<file path="src/hdl/rssr_pkg.sv">
// rssr_pkg: shared constants and carriers for the roaming status / shutdown report block.
// assumes one 40 MHz clock domain on the register side; pin inputs are synchronised elsewhere.
package rssr_pkg;

	// apb register byte offsets
	localparam logic [7:0] OFF_CTRL = 8'h00;
	localparam logic [7:0] OFF_ROAM = 8'h04;
	localparam logic [7:0] OFF_SHUT = 8'h08;
	localparam logic [7:0] OFF_LINK = 8'h0C;

	// control register field positions
	localparam int CTRL_IRS_BIT = 0;
	localparam int CTRL_MFC_BIT = 1;
	localparam int CTRL_NBC_BIT = 2;
	localparam int CTRL_RND_BIT = 3;
	localparam int CTRL_CND_BIT = 4;
	localparam int CTRL_MCM_BIT = 5;
	localparam int CTRL_SND_BIT = 6;
	localparam logic [6:0] CTRL_RST = 7'h00;

	// packet identifying top bytes
	localparam logic [7:0] ROAM_ID = 8'h60;
	localparam logic [7:0] SHUT_ID = 8'h7E;
	localparam int PKT_BITS = 32;

	// sticky flag indices
	localparam int FL_NBU = 0;
	localparam int FL_MAW = 1;
	localparam int FL_MBI = 2;
	localparam int FL_MS2 = 3;
	localparam int FL_MFI = 4;
	localparam int FL_MS1 = 5;
	localparam int FL_RSR = 6;
	localparam int FL_SCU = 7;
	localparam int FL_N = 8;
	// flags that may be set only once per frame
	localparam logic [7:0] FL_ONCE_MASK = 8'h86;

	// noise detect result codes
	localparam logic [1:0] NDR_NONE = 2'h0;
	localparam logic [1:0] NDR_ABANDON = 2'h1;
	localparam logic [1:0] NDR_SEEN = 2'h2;
	localparam logic [1:0] NDR_NOT_SEEN = 2'h3;

	// decoder events, all one-cycle pulses except the value fields
	typedef struct packed {
		logic resync;
		logic miss_sync1;
		logic fi_uncorr;
		logic miss_sync2;
		logic bi1_uncorr;
		logic addr_uncorr;
		logic fi_corr;
		logic net_bit;
		logic frame_start;
		logic bi1_ok;
		logic collapse_rx;
		logic [2:0] collapse_val;
		logic noise_done;
		logic noise_manual;
		logic [1:0] noise_code;
	} rssr_evt_t;

	// decoder timing and frame values sampled into the shutdown packet
	typedef struct packed {
		logic frame_number_valid_bit;
		logic [6:0] cf;
		logic [7:0] tnf_sync;
		logic [7:0] tnf_noise;
		logic carry_on;
		logic [6:0] next_assigned_frame_field;
	} rssr_shut_t;

endpackage

</file>
<file path="src/hdl/rssr_sync.sv">
// rssr_sync: two flip-flop synchroniser for pin inputs.
// assumes inputs are asynchronous to clk_i; reset value is a parameter.
`timescale 1ns/1ps
module rssr_sync #(
	parameter int W = 1,
	parameter logic [W-1:0] RST_VAL = '0
) (
	input wire logic clk_i,
	input wire logic rst_n_i,
	input wire logic [W-1:0] d_i,
	output logic [W-1:0] q_o
);
	logic [W-1:0] meta_q;

	always_ff @(posedge clk_i or negedge rst_n_i) begin
		if (!rst_n_i) begin
			meta_q <= RST_VAL;
			q_o <= RST_VAL;
		end else begin
			meta_q <= d_i;
			q_o <= meta_q;
		end
	end
endmodule

</file>
<file path="src/hdl/rssr_sticky.sv">
// rssr_sticky: bank of sticky event flags with optional once-per-frame limit.
// assumes set, clear and frame_start are pulses on clk_i; a set beats a clear.
`timescale 1ns/1ps
module rssr_sticky #(
	parameter int N = 8
) (
	input wire logic clk_i,
	input wire logic rst_n_i,
	input wire logic [N-1:0] set_i,
	input wire logic [N-1:0] clr_i,
	input wire logic [N-1:0] once_i,
	input wire logic frame_start_i,
	output logic [N-1:0] q_o
);
	logic [N-1:0] seen_q;

	for (genvar i = 0; i < N; i++) begin : g_flag
		logic set_ok;
		// a once-limited flag already raised in this frame stays quiet even if the host cleared it
		assign set_ok = set_i[i] & ~(once_i[i] & seen_q[i] & ~frame_start_i);

		always_ff @(posedge clk_i or negedge rst_n_i) begin
			if (!rst_n_i) begin
				q_o[i] <= 1'b0;
			end else begin
				q_o[i] <= set_ok | (q_o[i] & ~clr_i[i]);
			end
		end

		always_ff @(posedge clk_i or negedge rst_n_i) begin
			if (!rst_n_i) begin
				seen_q[i] <= 1'b0;
			end else if (frame_start_i) begin
				seen_q[i] <= set_i[i];
			end else if (set_i[i]) begin
				seen_q[i] <= 1'b1;
			end
		end
	end
endmodule

</file>
<file path="src/hdl/rssr_top.sv">
// rssr_top: builds the roaming status and receiver shutdown packets, keeps
// the sticky roaming flags, and serialises packets to an spi master.
// assumes decoder events arrive on MCLK_I; spi pins are asynchronous.
//
// Chosen here: the placing of the registers and register access over APB.
`timescale 1ns/1ps
module rssr_top (
	input wire logic MCLK_I,
	input wire logic NRST_I,
	input wire logic PSEL_I,
	input wire logic PENABLE_I,
	input wire logic PWRITE_I,
	input wire logic [7:0] PADDR_I,
	input wire logic [31:0] PWDATA_I,
	output logic [31:0] PRDATA_O,
	output logic PREADY_O,
	output logic PSLVERR_O,
	input wire rssr_pkg::rssr_evt_t DEC_EVT_I,
	input wire rssr_pkg::rssr_shut_t SHUT_SRC_I,
	input wire logic SYNC_MODE_I,
	input wire logic DECODE_ON_I,
	input wire logic FI_VALID_I,
	input wire logic SHUT_REQ_I,
	input wire logic SPI_SCK_I,
	input wire logic SPI_SS_N_I,
	output logic SPI_MISO_O,
	output logic SPI_MISO_OE_O,
	output logic READY_N_O,
	output logic FIV_O
);
	typedef enum logic [1:0] {
		ST_IDLE,
		ST_PROMPT,
		ST_SHIFT,
		ST_WAIT
	} rssr_state_t;

	rssr_state_t state_q;
	logic [6:0] ctrl_q;
	logic snd_pend_q;
	logic shut_pend_q;
	logic ms1_frame_q;
	logic bi1_frame_q;
	logic nbit_q;
	logic [2:0] rsc_q;
	logic [1:0] ndr_q;
	logic [rssr_pkg::FL_N-1:0] flags;
	logic [rssr_pkg::FL_N-1:0] flag_set;
	logic [rssr_pkg::FL_N-1:0] flag_clr;
	logic [31:0] roam_word;
	logic [31:0] shut_word;
	logic [31:0] snap_q;
	logic [31:0] shut_snap_q;
	logic [31:0] shreg_q;
	logic kind_roam_q;
	logic roam_done;
	logic [4:0] bit_cnt_q;
	logic [1:0] spi_s;
	logic sck_d_q;
	logic sck_rise;
	logic sck_fall;
	logic ss_n;
	logic noise_ok;
	logic roam_pend;
	logic apb_acc;
	logic apb_hit;
	logic [31:0] rd_mux;

	// ---------------- pin synchronisers ----------------
	rssr_sync #(
		.W(2),
		.RST_VAL(2'h2)
	) u_spi_sync (
		.clk_i(MCLK_I),
		.rst_n_i(NRST_I),
		.d_i({SPI_SS_N_I, SPI_SCK_I}),
		.q_o(spi_s)
	);

	assign ss_n = spi_s[1];

	always_ff @(posedge MCLK_I or negedge NRST_I) begin
		if (!NRST_I) begin
			sck_d_q <= 1'b0;
		end else begin
			sck_d_q <= spi_s[0];
		end
	end

	assign sck_rise = spi_s[0] & ~sck_d_q;
	assign sck_fall = ~spi_s[0] & sck_d_q;

	// ---------------- per-frame history ----------------
	always_ff @(posedge MCLK_I or negedge NRST_I) begin
		if (!NRST_I) begin
			ms1_frame_q <= 1'b0;
			bi1_frame_q <= 1'b0;
		end else if (DEC_EVT_I.frame_start) begin
			ms1_frame_q <= DEC_EVT_I.miss_sync1;
			bi1_frame_q <= DEC_EVT_I.bi1_ok;
		end else begin
			ms1_frame_q <= ms1_frame_q | DEC_EVT_I.miss_sync1;
			bi1_frame_q <= bi1_frame_q | DEC_EVT_I.bi1_ok;
		end
	end

	// ---------------- sticky flag sources ----------------
	always_comb begin
		flag_set = '0;
		flag_set[rssr_pkg::FL_RSR] = DEC_EVT_I.resync & ctrl_q[rssr_pkg::CTRL_IRS_BIT];
		flag_set[rssr_pkg::FL_MS1] = DEC_EVT_I.miss_sync1
			& ctrl_q[rssr_pkg::CTRL_MFC_BIT];
		flag_set[rssr_pkg::FL_MFI] = DEC_EVT_I.fi_uncorr
			& ctrl_q[rssr_pkg::CTRL_MFC_BIT];
		flag_set[rssr_pkg::FL_MS2] = DEC_EVT_I.miss_sync2
			& ctrl_q[rssr_pkg::CTRL_MFC_BIT];
		flag_set[rssr_pkg::FL_MBI] = DEC_EVT_I.bi1_uncorr
			& ctrl_q[rssr_pkg::CTRL_MFC_BIT];
		flag_set[rssr_pkg::FL_MAW] = DEC_EVT_I.addr_uncorr
			& ctrl_q[rssr_pkg::CTRL_MFC_BIT];
		// a frame whose first sync was missed has no frame info to report
		flag_set[rssr_pkg::FL_NBU] = DEC_EVT_I.fi_corr & ctrl_q[rssr_pkg::CTRL_NBC_BIT]
			& ~(ms1_frame_q & ~DEC_EVT_I.frame_start) & ~DEC_EVT_I.miss_sync1;
		flag_set[rssr_pkg::FL_SCU] = DEC_EVT_I.collapse_rx
			& ctrl_q[rssr_pkg::CTRL_MCM_BIT]
			& ((bi1_frame_q & ~DEC_EVT_I.frame_start) | DEC_EVT_I.bi1_ok);
	end

	// only the flags that went out in the packet are cleared, so events
	// raised during the transfer survive for the next packet
	always_comb begin
		flag_clr = '0;
		if (roam_done) begin
			flag_clr[rssr_pkg::FL_SCU] = snap_q[3];
			flag_clr[rssr_pkg::FL_RSR:rssr_pkg::FL_NBU] = snap_q[23:17];
		end
	end

	rssr_sticky #(
		.N(rssr_pkg::FL_N)
	) u_flags (
		.clk_i(MCLK_I),
		.rst_n_i(NRST_I),
		.set_i(flag_set),
		.clr_i(flag_clr),
		.once_i(rssr_pkg::FL_ONCE_MASK),
		.frame_start_i(DEC_EVT_I.frame_start),
		.q_o(flags)
	);

	always_ff @(posedge MCLK_I or negedge NRST_I) begin
		if (!NRST_I) begin
			nbit_q <= 1'b0;
		end else if (DEC_EVT_I.fi_corr) begin
			nbit_q <= DEC_EVT_I.net_bit;
		end
	end

	always_ff @(posedge MCLK_I or negedge NRST_I) begin
		if (!NRST_I) begin
			rsc_q <= 3'h0;
		end else if (flag_set[rssr_pkg::FL_SCU]) begin
			rsc_q <= DEC_EVT_I.collapse_val;
		end
	end

	// ---------------- noise detect result ----------------
	always_comb begin
		if (DEC_EVT_I.noise_manual) begin
			noise_ok = snd_pend_q;
		end else begin
			noise_ok = ~SYNC_MODE_I & ctrl_q[rssr_pkg::CTRL_RND_BIT];
		end
		if (ctrl_q[rssr_pkg::CTRL_CND_BIT] && DEC_EVT_I.noise_code != rssr_pkg::NDR_NOT_SEEN) begin
			noise_ok = 1'b0;
		end
	end

	always_ff @(posedge MCLK_I or negedge NRST_I) begin
		if (!NRST_I) begin
			ndr_q <= rssr_pkg::NDR_NONE;
		end else if (DEC_EVT_I.noise_done && noise_ok) begin
			ndr_q <= DEC_EVT_I.noise_code;
		end else if (roam_done && snap_q[9:8] != rssr_pkg::NDR_NONE) begin
			ndr_q <= rssr_pkg::NDR_NONE;
		end
	end

	always_ff @(posedge MCLK_I or negedge NRST_I) begin
		if (!NRST_I) begin
			snd_pend_q <= 1'b0;
		end else if (apb_acc && PWRITE_I && PADDR_I == rssr_pkg::OFF_CTRL
			&& PWDATA_I[rssr_pkg::CTRL_SND_BIT]) begin
			snd_pend_q <= 1'b1;
		end else if (DEC_EVT_I.noise_done && DEC_EVT_I.noise_manual) begin
			snd_pend_q <= 1'b0;
		end
	end

	// ---------------- frame info valid ----------------
	always_ff @(posedge MCLK_I or negedge NRST_I) begin
		if (!NRST_I) begin
			FIV_O <= 1'b0;
		end else if (!DECODE_ON_I || !SYNC_MODE_I) begin
			FIV_O <= 1'b0;
		end else if (FI_VALID_I) begin
			FIV_O <= 1'b1;
		end
	end

	// ---------------- packet words ----------------
	assign roam_word = {rssr_pkg::ROAM_ID,
		flags[rssr_pkg::FL_RSR:rssr_pkg::FL_NBU], nbit_q,
		6'h00, ndr_q,
		4'h0, flags[rssr_pkg::FL_SCU], rsc_q};

	always_comb begin
		shut_word[31:24] = rssr_pkg::SHUT_ID;
		if (SYNC_MODE_I) begin
			shut_word[23] = SHUT_SRC_I.frame_number_valid_bit;
			shut_word[22:16] = SHUT_SRC_I.cf;
			shut_word[15:8] = SHUT_SRC_I.tnf_sync;
			shut_word[7] = 1'b0;
			shut_word[6:0] = SHUT_SRC_I.next_assigned_frame_field;
		end else begin
			shut_word[23] = 1'b0;
			shut_word[22:16] = 7'h00;
			shut_word[15:8] = SHUT_SRC_I.tnf_noise;
			shut_word[7] = SHUT_SRC_I.carry_on;
			shut_word[6:0] = 7'h00;
		end
	end

	assign roam_pend = (|flags) | (ndr_q != rssr_pkg::NDR_NONE);

	// a shutdown report that arrives while the previous one is taken is kept
	always_ff @(posedge MCLK_I or negedge NRST_I) begin
		if (!NRST_I) begin
			shut_pend_q <= 1'b0;
		end else begin
			shut_pend_q <= SHUT_REQ_I | (shut_pend_q & ~(state_q == ST_IDLE));
		end
	end

	// ---------------- spi packet sequencer ----------------
	// ready falls in the same edge that latches the packet, which freezes
	// the time and frame fields exactly at the ready fall
	always_ff @(posedge MCLK_I or negedge NRST_I) begin
		if (!NRST_I) begin
			state_q <= ST_IDLE;
			READY_N_O <= 1'b1;
			kind_roam_q <= 1'b0;
			snap_q <= 32'h0000_0000;
			bit_cnt_q <= 5'h00;
		end else begin
			case (state_q)
				ST_IDLE: begin
					if (shut_pend_q) begin
						snap_q <= shut_word;
						kind_roam_q <= 1'b0;
						READY_N_O <= 1'b0;
						state_q <= ST_PROMPT;
					end else if (roam_pend) begin
						snap_q <= roam_word;
						kind_roam_q <= 1'b1;
						READY_N_O <= 1'b0;
						state_q <= ST_PROMPT;
					end
				end
				ST_PROMPT: begin
					bit_cnt_q <= 5'h00;
					if (!ss_n) begin
						state_q <= ST_SHIFT;
					end
				end
				ST_SHIFT: begin
					if (ss_n) begin
						// aborted transfer: packet stays and is offered again
						state_q <= ST_PROMPT;
					end else if (sck_rise) begin
						bit_cnt_q <= bit_cnt_q + 5'h01;
						if (bit_cnt_q == 5'(rssr_pkg::PKT_BITS - 1)) begin
							READY_N_O <= 1'b1;
							state_q <= ST_WAIT;
						end
					end
				end
				ST_WAIT: begin
					if (ss_n) begin
						state_q <= ST_IDLE;
					end
				end
				default: begin
					state_q <= ST_IDLE;
					READY_N_O <= 1'b1;
				end
			endcase
		end
	end

	assign roam_done = (state_q == ST_SHIFT) & ~ss_n & sck_rise & kind_roam_q
		& (bit_cnt_q == 5'(rssr_pkg::PKT_BITS - 1));

	// mode 0 style: first bit out at select, next bit on each falling edge
	always_ff @(posedge MCLK_I or negedge NRST_I) begin
		if (!NRST_I) begin
			shreg_q <= 32'h0000_0000;
			SPI_MISO_O <= 1'b0;
		end else if (state_q == ST_PROMPT) begin
			shreg_q <= {snap_q[30:0], 1'b0};
			SPI_MISO_O <= snap_q[31];
		end else if (state_q == ST_SHIFT && sck_fall) begin
			shreg_q <= {shreg_q[30:0], 1'b0};
			SPI_MISO_O <= shreg_q[31];
		end
	end

	always_ff @(posedge MCLK_I or negedge NRST_I) begin
		if (!NRST_I) begin
			SPI_MISO_OE_O <= 1'b0;
		end else begin
			SPI_MISO_OE_O <= ~ss_n & (state_q == ST_SHIFT || state_q == ST_WAIT
				|| (state_q == ST_PROMPT));
		end
	end

	// ---------------- apb slave ----------------
	// one wait state: pready rises one cycle into the access phase
	assign apb_acc = PSEL_I & PENABLE_I & PREADY_O;
	assign apb_hit = (PADDR_I == rssr_pkg::OFF_CTRL) || (PADDR_I == rssr_pkg::OFF_ROAM)
		|| (PADDR_I == rssr_pkg::OFF_SHUT) || (PADDR_I == rssr_pkg::OFF_LINK);

	always_ff @(posedge MCLK_I or negedge NRST_I) begin
		if (!NRST_I) begin
			ctrl_q <= rssr_pkg::CTRL_RST;
		end else if (apb_acc && PWRITE_I && PADDR_I == rssr_pkg::OFF_CTRL) begin
			ctrl_q <= {1'b0, PWDATA_I[5:0]};
		end
	end

	always_ff @(posedge MCLK_I or negedge NRST_I) begin
		if (!NRST_I) begin
			shut_snap_q <= 32'h0000_0000;
		end else if (state_q == ST_IDLE && shut_pend_q) begin
			shut_snap_q <= shut_word;
		end
	end

	always_comb begin
		case (PADDR_I)
			rssr_pkg::OFF_CTRL: rd_mux = {25'h0, snd_pend_q, ctrl_q[5:0]};
			rssr_pkg::OFF_ROAM: rd_mux = roam_word;
			rssr_pkg::OFF_SHUT: rd_mux = shut_snap_q;
			rssr_pkg::OFF_LINK: rd_mux = {24'h0, 1'b0, FIV_O, shut_pend_q, roam_pend,
				kind_roam_q, READY_N_O, state_q};
			default: rd_mux = 32'h0000_0000;
		endcase
	end

	always_ff @(posedge MCLK_I or negedge NRST_I) begin
		if (!NRST_I) begin
			PREADY_O <= 1'b0;
			PSLVERR_O <= 1'b0;
			PRDATA_O <= 32'h0000_0000;
		end else if (PSEL_I && PENABLE_I && !PREADY_O) begin
			PREADY_O <= 1'b1;
			PSLVERR_O <= ~apb_hit;
			PRDATA_O <= PWRITE_I ? 32'h0000_0000 : rd_mux;
		end else begin
			PREADY_O <= 1'b0;
			PSLVERR_O <= 1'b0;
		end
	end
endmodule

</file>
<file path="config.mk">
export PLATFORM = sky130hd
export DESIGN_NAME = rssr_top
export DESIGN_NICKNAME = d
export VERILOG_FILES = /design/src/hdl/rssr_pkg.sv /design/src/hdl/rssr_sync.sv /design/src/hdl/rssr_sticky.sv /design/src/hdl/rssr_top.sv
export SDC_FILE = /design/constraint.sdc
export NUM_CORES = 1
export LEC_CHECK = 0
export BUFFER_PORTS_ARGS = -buffer_cell sky130_fd_sc_hd__buf_2
export CORE_MARGIN = 1.5
export CORE_UTILIZATION = 40
export CTS_CLUSTER_SIZE = 25
export DETAILED_ROUTE_END_ITERATION = 10
export PLACE_DENSITY = 0.59
export SYNTH_ARGS = -nofsm -noshare
export SYNTH_HDL_FRONTEND = slang
export SYNTH_SLANG_ARGS = --single-unit
</file>
<file path="constraint.sdc">
create_clock -name MCLK_I -period 2.7 [get_ports MCLK_I]
set_input_delay 0.135 -clock MCLK_I [delete_from_list [all_inputs] [get_ports MCLK_I]]
set_output_delay 0.135 -clock MCLK_I [all_outputs]
set_load 0.01 [all_outputs]
</file>
Word-level counts from Yosys, hierarchy flattened:

Cells that the tools add are included.
W data, S select, Z words.

* register bits: 167
* input bits: 101
* output and inout port bits: 38
* word-level logic and storage cells: 209

* add/subtract/negate cells: 1
* eq/ne operators: 16
* multiplexer cells: 47
* bitwise operators: 71
* reduce and logical (&&, ||, !) cells: 39

Operator list (number)
* $mux W32: 5
* $pmux W31 S4: 1
* $and A1 B1 Y1: 38
* $mux W1: 25
* $mux W24: 1
* $reduce_bool A2 Y1: 12
* $not A1 Y1: 20
* $mux W2: 9
* $eq A8 B4 Y1 const B: 2
* $or A1 B1 Y1: 13
* $logic_and A1 B1 Y1: 11
* $mux W5: 2
* $ne A2 B2 Y1 const B: 5
* $pmux W5 S2: 1
* $reduce_and A5 Y1: 2
* $eq A8 B3 Y1 const B: 1
* $logic_not A8 Y1: 1
* $mux W8: 1
* $pmux W2 S4: 1
* $reduce_or A8 Y1: 1
* $logic_or A1 B1 Y1: 6
* $ne A3 B2 Y1 const B: 2
* $add A5 B1 Y5 const B: 1
* $eq A5 B5 Y1 const B: 1
* 9 further kinds: 12

Longest topological paths before layout:

Gate-level depths: netlist of the first run.

* word-level depth: 9
* depth in mapped cells: 7

Cells and area by module:

Synthesis of the first run repeated with hierarchy kept, for this count alone.

* cells, all modules: 643
* area, all modules: 6909.1 sq um

Modules (own cells, without submodules)
* rssr_top: instances 1, cells an instance 590, area an instance 6182.2 sq um
* rssr_sticky: instances 1, cells an instance 49, area an instance 624.3 sq um
* rssr_sync: instances 1, cells an instance 4, area an instance 102.6 sq um

Least setup slack after synthesis of the first run:

Ideal clock, no wire load.

* path type: reg-to-reg
* start point: reg u_flags.q_o[2]
* end point: reg snap_q[3]
* library setup time: 83 ps
* arrival: 1661 ps
* setup slack: 957 ps
* stages on the path, launching flop included: 7
* cells stage by stage: dfrtp_1 -> or4_4 -> o41ai_2 -> buf_6 -> buf_8 -> nand2_1 -> o21ai_0

* longest elaborated chain between the ends: 4

Ends and longest elaborated chain
* from (decl): RTL line rssr_sticky.sv:13 `output logic [N-1:0] q_o`
* from (signal, indexed assignment): RTL line rssr_sticky.sv:26 `q_o[i] <= set_ok | (q_o[i] & ~clr_i[i]);`
* $reduce_or A8 Y1: RTL line rssr_top.sv:234 `assign roam_pend = (|flags) | (ndr_q != rssr_pkg::NDR_NONE);`
* $or A1 B1 Y1: RTL line rssr_top.sv:234
* $reduce_bool A2 Y1 (no line)
* $reduce_and A2 Y1 (no line)
* to (signal assigned): RTL line rssr_top.sv:259 `snap_q <= shut_word;`
* to (signal assigned): RTL line rssr_top.sv:264 `snap_q <= roam_word;`
* to (decl): RTL line rssr_top.sv:52 `logic [31:0] snap_q;`

Every way passes these cells.
A chain may end at the register's enable or synchronous reset.

Worst setup path after layout of the first run:

* start point: reg state_q[1]
* end point: reg shreg_q[31]

* longest elaborated chain between the ends: 3
* elaborated cells between the ends (all ways): 5

Ends and longest elaborated chain
* from (decl): RTL line rssr_top.sv:38 `rssr_state_t state_q;`
* from (signal assigned): RTL line rssr_top.sv:250 `state_q <= ST_IDLE;`
* from (signal assigned): RTL line rssr_top.sv:262 `state_q <= ST_PROMPT;`
* from (signal assigned): RTL line rssr_top.sv:267 `state_q <= ST_PROMPT;`
* $eq A2 B2 Y1: RTL line rssr_top.sv:312 `end else if (state_q == ST_SHIFT && sck_fall) begin`
* $logic_and A1 B1 Y1: RTL line rssr_top.sv:312
* $reduce_bool A2 Y1 (no line)
* to (signal assigned): RTL line rssr_top.sv:310 `shreg_q <= {snap_q[30:0], 1'b0};`
* to (signal assigned): RTL line rssr_top.sv:313 `shreg_q <= {shreg_q[30:0], 1'b0};`
* to (decl): RTL line rssr_top.sv:54 `logic [31:0] shreg_q;`

Parallel ways exist; a longest one is shown, timed or not.

==> metrics.md, run 1 <==
| Metric | Value |
|---|---|
| Die Span X | `132 um` |
| Switch Pwr | `2.03 mW` |
| Overall power | `7.24 mW` |
| Arrival @ worst endpoint | `2320 ps` |
| Clock share of power | `0.373` |
| Grt ovf | `0` |
| Worst R2R Setup Slack | `690 ps` |
| CTS buffer count | `17` |
| Total track usage | `0.201` |
| DR vias | `5195` |
| Top post-synthesis cells by area | `dfrtp_1 (57%), nand2_1 (7.1%), mux2i_1 (5.7%)` |
| Seq cells post-synth | `154` |
| Die H | `132 um` |
| Synthesis-to-layout area growth | `28.2%` |
| Fin util | `0.530` |
| Worst clock skew | `7.25 ps` |
| Nets | `869` |
| Maximum vdd drop | `493 uV` |
| Vias in the first global route | `5264` |
| Ys async rst share | `1.00` |
| Sequential cell area | `0.00386 mm2` |
| DRT iter0 DRCs | `353` |
| YS warnings | `0` |
| Flop pwr share | `0.448` |
| Status | `finished, final reports clean` |
| First-pass GRT wire length | `27200 um` |
| List of most frequent post-synthesis cells | `dfrtp_1 (151), nand2_1 (125), o21ai_0 (59), mux2i_1 (38), clkbuf_1 (29)` |
| Synth Area per Inst | `10.7 um2` |
| Worst-path maximum fanout | `20` |
| Clk_lat worst skew | `430 ps` |
| Core area | `0.0161 mm2` |
| Power Dens Cells | `851 mW/mm2` |
| Synth Flop Type | `dfrtp_1` |
| Synth Cell Area | `0.00664 mm2` |
| Mean routed wirelength per cell | `16.7 um` |
| Netlist cell types | `55` |
| RSZ-0062 raised after global routing | `no` |
| Pin count of the biggest net entering global routing | `94` |
| Sequential share of the synthesized area | `0.581` |
| CTS tree | `yes` |
| Antenna violations before repair | `0` |
| CTS root buffer | `clkbuf_16` |
| Synth top area share | `0.569` |
| Placed cell areas | `0.00739 mm2` |
| Critical Path RT | `3000 ps` |
| Worst Hold Class | `in2reg` |
| Synth area leader | `dfrtp_1` |
| CTS clk-pin slew, worst paths | `60 ps` |
| Critical path type | `reg2reg` |
| Critical Path End Type | `register` |
| Cts hold-fix bufs | `45` |
| Slew Limit Headroom | `0.399` |
| Final setup fails | `0` |
| Most common cell in the netlist | `dfrtp_1` |
| Vias/cell | `5.22` |
| Comb pwr share | `0.179` |
| Setup TNS Final | `0 ps` |
| Final Cycle Share | `0.745` |
| Post-synth EDFFs | `0` |
| Ant. Diodes | `0` |
| Fin cells | `995` |
| Setup Fix Bufs, Post-CTS | `0` |
| Die area | `0.0174 mm2` |
| Layout cell share with drive strength beyond 1 | `0.241` |
| Filler cells | `1446` |
| Mapped Cells | `618` |
| Site Rows | `46` |
| Final hold viol count | `0` |
| Slew at the pin with the worst max-slew slack | `899 ps` |
| Max Cap Viol | `0` |
| Tmin final | `2010 ps` |
| IO Port Bufs | `111` |
| Routed wire length | `16700 um` |
| IO Pins | `139` |
| Sw Ratio | `0.280` |
| Maximum clock rate | `497 MHz` |
| Post-DP HPWL | `11700 um` |
| Worst setup SP type | `register` |
| Post-DRT Antenna Nets | `0` |
| Footprint of the multi-input gates | `0.00255 mm2` |
| H-tree depth | `4` |
| Detailed Routing Iterations Pass 1 | `8` |
| Post-route cell area | `0.00851 mm2` |
| DRC violations left | `0` |
| Initial Utilization | `0.414` |
| CTS Buffer Depth | `2` |
| Cts repair resizes | `0` |
| CTS Sinks | `154` |
| Pleak | `4.11 nW` |
| Pint | `5.21 mW` |
| Cells after DPL | `918` |
| Final Max Tran Viols | `0` |
| Final Wtd Congestion | `0.858` |
stage by stage:
step / hold WS [ps] / worst slack, ps
after floorplan: -161 / 957
after global placement: 246 / 718
after detailed placement: 243 / 678
after CTS: 3.73 / 663
after global routing: 24.1 / 526
final: 21.8 / 687
routing by layer:
metal / global-route usage / routed length, um / up-vias
met2: 0.335 / 8230 / 142
met4: 0.0630 / 142 / 0
li1: - / - / 2452
met3: 0.0477 / 891 / 13
met5: 0 / 0 / -
met1: 0.261 / 7400 / 2588
layout by cell type (no fill, tap or decap), types with 4 or more instances in the layout:
cell | synthesis | layout
a31oi_1 | 14 | 14
nand3_1 | 19 | 19
buf_2 | 5 | 110
a21oi_1 | 10 | 10
mux2_2 | 10 | 10
bufinv_16 | 0 | 6
inv_1 | 5 | 5
nand2_1 | 125 | 125
mux2i_1 | 38 | 38
nor2b_1 | 18 | 17
clkbuf_16 | 0 | 17
dfrtp_1 | 151 | 151
a22o_1 | 18 | 18
dlygate4sd3_1 | 0 | 45
a22oi_1 | 10 | 10
buf_4 | 7 | 17
clkinv_2 | 0 | 5
nor2_1 | 22 | 22
o21ai_0 | 59 | 59
a21o_1 | 17 | 17
mux4_2 | 4 | 4
area by class of cell:
cell class / instances / share of cell area
Sequential cell: 154 / 0.453
Multi-Input combinational cell: 414 / 0.299
Timing Repair Buffer: 173 / 0.134
Clock buffer: 19 / 0.0532
Tap cell: 216 / 0.0318
Clock inverter: 13 / 0.0260
Inverter: 6 / 0.00265
sequential cells by signal, summed over array words and instances, names as in the netlist, 3 cells and up:
name and count:
snap_q 26, PRDATA_O 26, shut_snap_q 25, bit_cnt_q 5
ctrl_q 6, shreg_q 31, u_flags.seen_q 3, u_flags.q_o 8
rsc_q 3
kinds of logic (layout without fill, tap and decap cells):
family,Yosys count,count (layout),synth area share
compound gates,145,145,0.143
other cells,1,2,0.000565
fa+ha+maj,2,2,0.00377
buf+inv,51,211,0.0384
simple gates,211,211,0.143
xor+xnor,2,2,0.00264
flops,154,154,0.581
mux,52,52,0.0878
critical path, cell delays in order (launching register included):
cell	delay, ps
dfrtp_1	460
nor2b_1	190
and3b_2	590
buf_4	280
nor2_1	70
a221o_1	300
power groups by stage:
stage	clock, mW	combinational, mW	sequential [mW]
after global placement	0	1.21	3.26
after global routing	2.87	1.47	3.32
after detailed placement	0	1.26	3.28
final	2.70	1.29	3.25
after CTS	2.76	1.31	3.25
after floorplan	0	0.916	3.16
final timing paths:
check / startpoint / end / cells past startpoint
max: state_q[1] / shreg_q[31] / 5
min: SHUT_SRC_I[6] / snap_q[6] / 3
max reg2reg: state_q[1] / shreg_q[31] / 5
min reg2reg: u_spi_sync.meta_q[0] / u_spi_sync.q_o[0] / 0
max in group asynchronous: NRST_I / PRDATA_O[16] / 3
min in group asynchronous: NRST_I / SPI_MISO_O / 2
Power figures use the tool's default switching activity.
==> inputs of run 2 (changes only) <==
Clock period 2.7 ns to 2 ns, I/O delays scaled along.
==> metrics.md, run 2 (synthesis gave the netlist of run 1 again) <==
| Metric | Value |
|---|---|
| Status | `finished, final reports clean` |
| Pin count of the biggest net entering global routing | `64` |
| Crit-path cells | `or4_4, o41ai_4, buf_12, o21ai_0` |
| Grt ovf | `0` |
| Critical Path RT | `2290 ps` |
| CTS buffer count | `17` |
| Core area | `0.0161 mm2` |
| H-tree depth | `4` |
| CP max-delay cell | `or4_4` |
| Total track usage | `0.205` |
| Maximum clock rate | `538 MHz` |
| CTS tree | `yes` |
| Die area | `0.0174 mm2` |
| Layout cell share with drive strength beyond 1 | `0.244` |
| Critical Path End Type | `register` |
| Comb pwr share | `0.189` |
| Final Max Tran Viols | `0` |
| Clk_lat worst skew | `420 ps` |
| Setup Fix Bufs, Post-CTS | `0` |
| IO Pins | `139` |
| Synthesis-to-layout area growth | `29.8%` |
| Final hold viol count | `0` |
| DR vias | `5269` |
| Mean routed wirelength per cell | `17.0 um` |
| Site Rows | `46` |
| Clock share of power | `0.353` |
| Critical path buffers and inverters | `1` |
| DRC violations left | `0` |
| Footprint of the multi-input gates | `0.00255 mm2` |
| Routed wire length | `17100 um` |
| Slew Limit Headroom | `0.586` |
| Vias/cell | `5.24` |
| Arrival @ worst endpoint | `2150 ps` |
| CTS clk-pin slew, worst paths | `60 ps` |
| Setup TNS Final | `0 ps` |
| Nets | `880` |
| Most frequent cells in the layout | `dfrtp_1 (151), nand2_1 (125), buf_2 (110)` |
| Die H | `132 um` |
| Final Cycle Share | `0.930` |
| DRT iter0 DRCs | `301` |
| CTS Buffer Depth | `2` |
| Final Wtd Congestion | `0.859` |
| Switch Pwr | `2.71 mW` |
| Critical path type | `reg2reg` |
| Max Cap Viol | `0` |
| CTS root buffer | `clkbuf_16` |
| RSZ-0062 raised after global routing | `no` |
| Largest registers | `shreg_q x31, PRDATA_O x26, snap_q x26` |
| CTS Sinks | `154` |
| Final setup fails | `0` |
| Ant. Diodes | `0` |
| Initial Utilization | `0.414` |
| IO Port Bufs | `111` |
| Post-DP HPWL | `12000 um` |
| Worst Hold Class | `in2reg` |
| Filler cells | `1423` |
| First-pass GRT wire length | `27800 um` |
| Number of flip-flops under the largest register name | `31` |
| Tmin final | `1860 ps` |
| Worst setup SP type | `register` |
| Vias in the first global route | `5376` |
| Power Dens Cells | `1110 mW/mm2` |
| Pleak | `4.17 nW` |
| Antenna violations before repair | `0` |
| Post-DRT Antenna Nets | `0` |
| Flop pwr share | `0.458` |
| Delay-heaviest family, CP | `simple AND/OR/NAND/NOR gates` |
| Worst-path maximum fanout | `38` |
| Die Span X | `132 um` |
| Pint | `6.88 mW` |
| Worst clock skew | `6.70 ps` |
| Maximum vdd drop | `696 uV` |
| Sequential cell area | `0.00386 mm2` |
| Crit path largest cell delay | `580 ps` |
| Most flop-heavy register | `shreg_q` |
| Post-place setup slack | `106 ps` |
| Slew at the pin with the worst max-slew slack | `621 ps` |
| Sw Ratio | `0.283` |
| Detailed Routing Iterations Pass 1 | `5` |
| Fin worst setup slack | `141 ps` |
| Most common cell after layout, fill and taps aside | `dfrtp_1` |
run 2: changes by cell type in the layout (fill, tap and decap cells not counted), sizes merged:
cell,change
clkbuf,+5
bufinv,-2
clkinv,-3
dlygate4sd3,+3
buf,+8
run 2: cell type report:
cell class	instances	share of cell area
multi-input cells	414	0.296
flip-flops and latches	154	0.448
repair buffers	184	0.150
inverters	6	0.00261
well taps	216	0.0314
clock buffers	24	0.0559
clock inverters	8	0.0165
run 2: worst register-to-register path, delay by kind of cell (launching register included):
family                 cells  cell delay (ps)
AO/OA/AOI/OAI              2              480
flip-flops                 1              430
AND/OR/NAND/NOR            1              580
buffers and inverters      1              250
run 2: timing repair:
item | CTS | global route
hold buffers | 48 | 0
endpoints found under the hold margin | 109 | 0
setup endpoints to repair | 0 | 2
resized for setup | 0 | 1
run 2: final timing paths:
kind                            cells past startpoint                    to                  from  slack (ps)
worst max-delay path                                4             snap_q[1]        u_flags.q_o[2]         140
worst min-delay path                                3        shut_snap_q[8]         SHUT_SRC_I[8]          60
worst max register to register                      4             snap_q[1]        u_flags.q_o[2]         140
worst min register to register                      0     u_spi_sync.q_o[1]  u_spi_sync.meta_q[1]         350
max in group asynchronous                           3  u_spi_sync.meta_q[1]                NRST_I        1040
min in group asynchronous                           2           shreg_q[13]                NRST_I         250
run 2: metal layers:
metal / up-vias / global-route usage / share of wire
li1: 2476 / - / -
met3: 15 / 0.0477 / 0.045
met1: 2628 / 0.268 / 0.45
met5: - / 0 / 0
met4: 0 / 0.0593 / 0.012
met2: 150 / 0.340 / 0.49
run 2: power by group through the flow:
stage	registers, mW	logic, mW	clock network [mW]
final	4.39	1.81	3.39
after global routing	4.49	2.05	3.62
after CTS	4.40	1.83	3.46
after detailed placement	4.45	1.75	0
after global placement	4.41	1.69	0
after floorplan	4.27	1.24	0
run 2: per-stage QoR:
step	instances	hold slack [ps]	area [um2]	total power [mW]	util
detailed placement	926	149	7510	6.19	0.468
finish	1006	61.3	8620	9.59	0.537
global route	1006	73.4	8620	10.2	0.537
CTS	1006	43.4	8610	9.70	0.536
global placement	926	131	7510	6.10	0.468
floorplan	619	-196	6650	5.50	-
==> inputs of run 3 (changes only) <==
==> constraint.sdc (replaced) <==
create_clock -name MCLK_I -period 2 [get_ports MCLK_I]
set_input_delay 0.4 -clock MCLK_I [delete_from_list [all_inputs] [get_ports MCLK_I]]
set_output_delay 0.4 -clock MCLK_I [all_outputs]
set_load 0.01 [all_outputs]
==> metrics.md, run 3 (synthesis gave the netlist of run 1 again) <==
| Metric | Value |
|---|---|
| Status | `finished, final reports clean` |
| R2R Path Start | `u_flags.q_o[2]` |
| Maximum vdd drop | `746 uV` |
| Setup Fix Bufs, Post-CTS | `0` |
| Critical Path End Type | `register` |
| Initial Utilization | `0.414` |
| CTS Buffer Depth | `2` |
| DR vias | `4962` |
| Routed wire length | `16200 um` |
| Most frequent cells in the layout | `dfrtp_1 (151), nand2_1 (125), buf_2 (110)` |
| DRC violations left | `0` |
| CTS Sinks | `154` |
| Arrival @ worst endpoint | `2200 ps` |
| Worst clock skew | `7.33 ps` |
| CTS buffer count | `17` |
| CTS clk-pin slew, worst paths | `60 ps` |
| Hold_ws | `74.4 ps` |
| Switch Pwr | `2.74 mW` |
| RR Endpoint | `snap_q[20]` |
| Final hold viol count | `0` |
| IO Pins | `139` |
| Site Rows | `46` |
| Sequential cell area | `0.00386 mm2` |
| Maximum clock rate | `524 MHz` |
| Die H | `132 um` |
| Fin util | `0.512` |
| RSZ-0062 raised after global routing | `no` |
| Number of flip-flops under the largest register name | `31` |
| Vias in the first global route | `5056` |
| Comb pwr share | `0.176` |
| Worst Hold Class | `in2reg` |
| Max Cap Viol | `0` |
| Clock share of power | `0.376` |
| Worst setup SP type | `register` |
| Largest registers | `shreg_q x31, PRDATA_O x26, snap_q x26` |
| Flop pwr share | `0.448` |
| Nets | `836` |
| IO Port Bufs | `111` |
| Die area | `0.0174 mm2` |
| Final setup fails | `0` |
| Pleak | `4.00 nW` |
| Ant. Diodes | `0` |
| Sw Ratio | `0.280` |
| Worst setup path endpoint | `snap_q[20]` |
| Worst R2R Setup Slack | `90 ps` |
| Critical Path RT | `2290 ps` |
| R2R depth | `4` |
| Worst setup startpoint | `u_flags.q_o[2]` |
| DRT iter0 DRCs | `235` |
| Most common cell after layout, fill and taps aside | `dfrtp_1` |
| Critical path type | `reg2reg` |
| Footprint of the multi-input gates | `0.00255 mm2` |
| Synthesis-to-layout area growth | `23.8%` |
| Most flop-heavy register | `shreg_q` |
| Final Wtd Congestion | `0.868` |
| Vias/cell | `5.16` |
| Post-DRT Antenna Nets | `0` |
| Die Span X | `132 um` |
| Grt ovf | `0` |
| Final Cycle Share | `0.954` |
| Worst-path maximum fanout | `38` |
| Antenna violations before repair | `0` |
| Filler cells | `1447` |
| Core area | `0.0161 mm2` |
| Layout cell share with drive strength beyond 1 | `0.265` |
| CTS tree | `yes` |
| Pint | `7.04 mW` |
| Mean routed wirelength per cell | `16.8 um` |
| Setup TNS Final | `0 ps` |
| Hold_sp | `SPI_SS_N_I` |
| Detailed Routing Iterations Pass 1 | `4` |
| Final Max Tran Viols | `0` |
| First-pass GRT wire length | `26600 um` |
| Post-DP HPWL | `11900 um` |
| CTS root buffer | `clkbuf_16` |
| Tmin final | `1910 ps` |
| Power Dens Cells | `1190 mW/mm2` |
| Total track usage | `0.194` |
| Pin count of the biggest net entering global routing | `63` |
| H-tree depth | `4` |
| Clk_lat worst skew | `420 ps` |
[run 3: power groups by stage]
stage	sequential (mW)	clock [mW]	combinational, mW
after floorplan	4.27	0	1.24
after global placement	4.40	0	1.68
after detailed placement	4.44	0	1.74
after CTS	4.40	3.74	1.75
after global routing	4.50	3.86	1.97
final	4.39	3.67	1.72
[run 3: per-stage QoR]
stage	instances	total power, mW	setup WS (ps)	area, um2
finish	962	9.78	91.6	8220
global route	962	10.3	10.5	8220
CTS	962	9.88	28.7	8220
global placement	929	6.09	100	7530
floorplan	619	5.50	257	6650
detailed placement	929	6.19	64.1	7530
[run 3: cell type report]
class,instances,area share
clock buffer,21,0.0560
clock inverter,11,0.0262
inverter,6,0.00274
multi-input combinational,414,0.310
sequential,154,0.469
tap,216,0.0329
timing repair buffer,140,0.103
[run 3: worst min-delay path by stage]
stage / to / cells past startpoint
floorplan: FIV_O / 0
global placement: u_spi_sync.q_o[0] / 0
detailed placement: u_spi_sync.q_o[0] / 0
CTS: u_spi_sync.meta_q[1] / 1
global route: u_spi_sync.meta_q[1] / 1
finish: u_spi_sync.meta_q[1] / 1
[run 3: layer usage]
metal  wire length [um]  vias up  global-route usage  part of all wire
met2               7860      130               0.320              0.48
li1                   -     2382                   -                 -
met4                214        0              0.0636             0.013
met3                679       19              0.0358             0.042
met5                  0        -                   0                 0
met1               7460     2431               0.261              0.46
[run 3: what timing repair did]
action	4_1_cts	5_1_grt
gates resized for setup	0	1
setup endpoints to repair	0	2
hold endpoints to repair	38	0
hold buffers	1	0
[run 3: critical path: stages (launching register included)]
cell     delay, ps
dfrtp_1        450
or4_4          590
o41ai_4        350
buf_12         250
o21ai_0        130
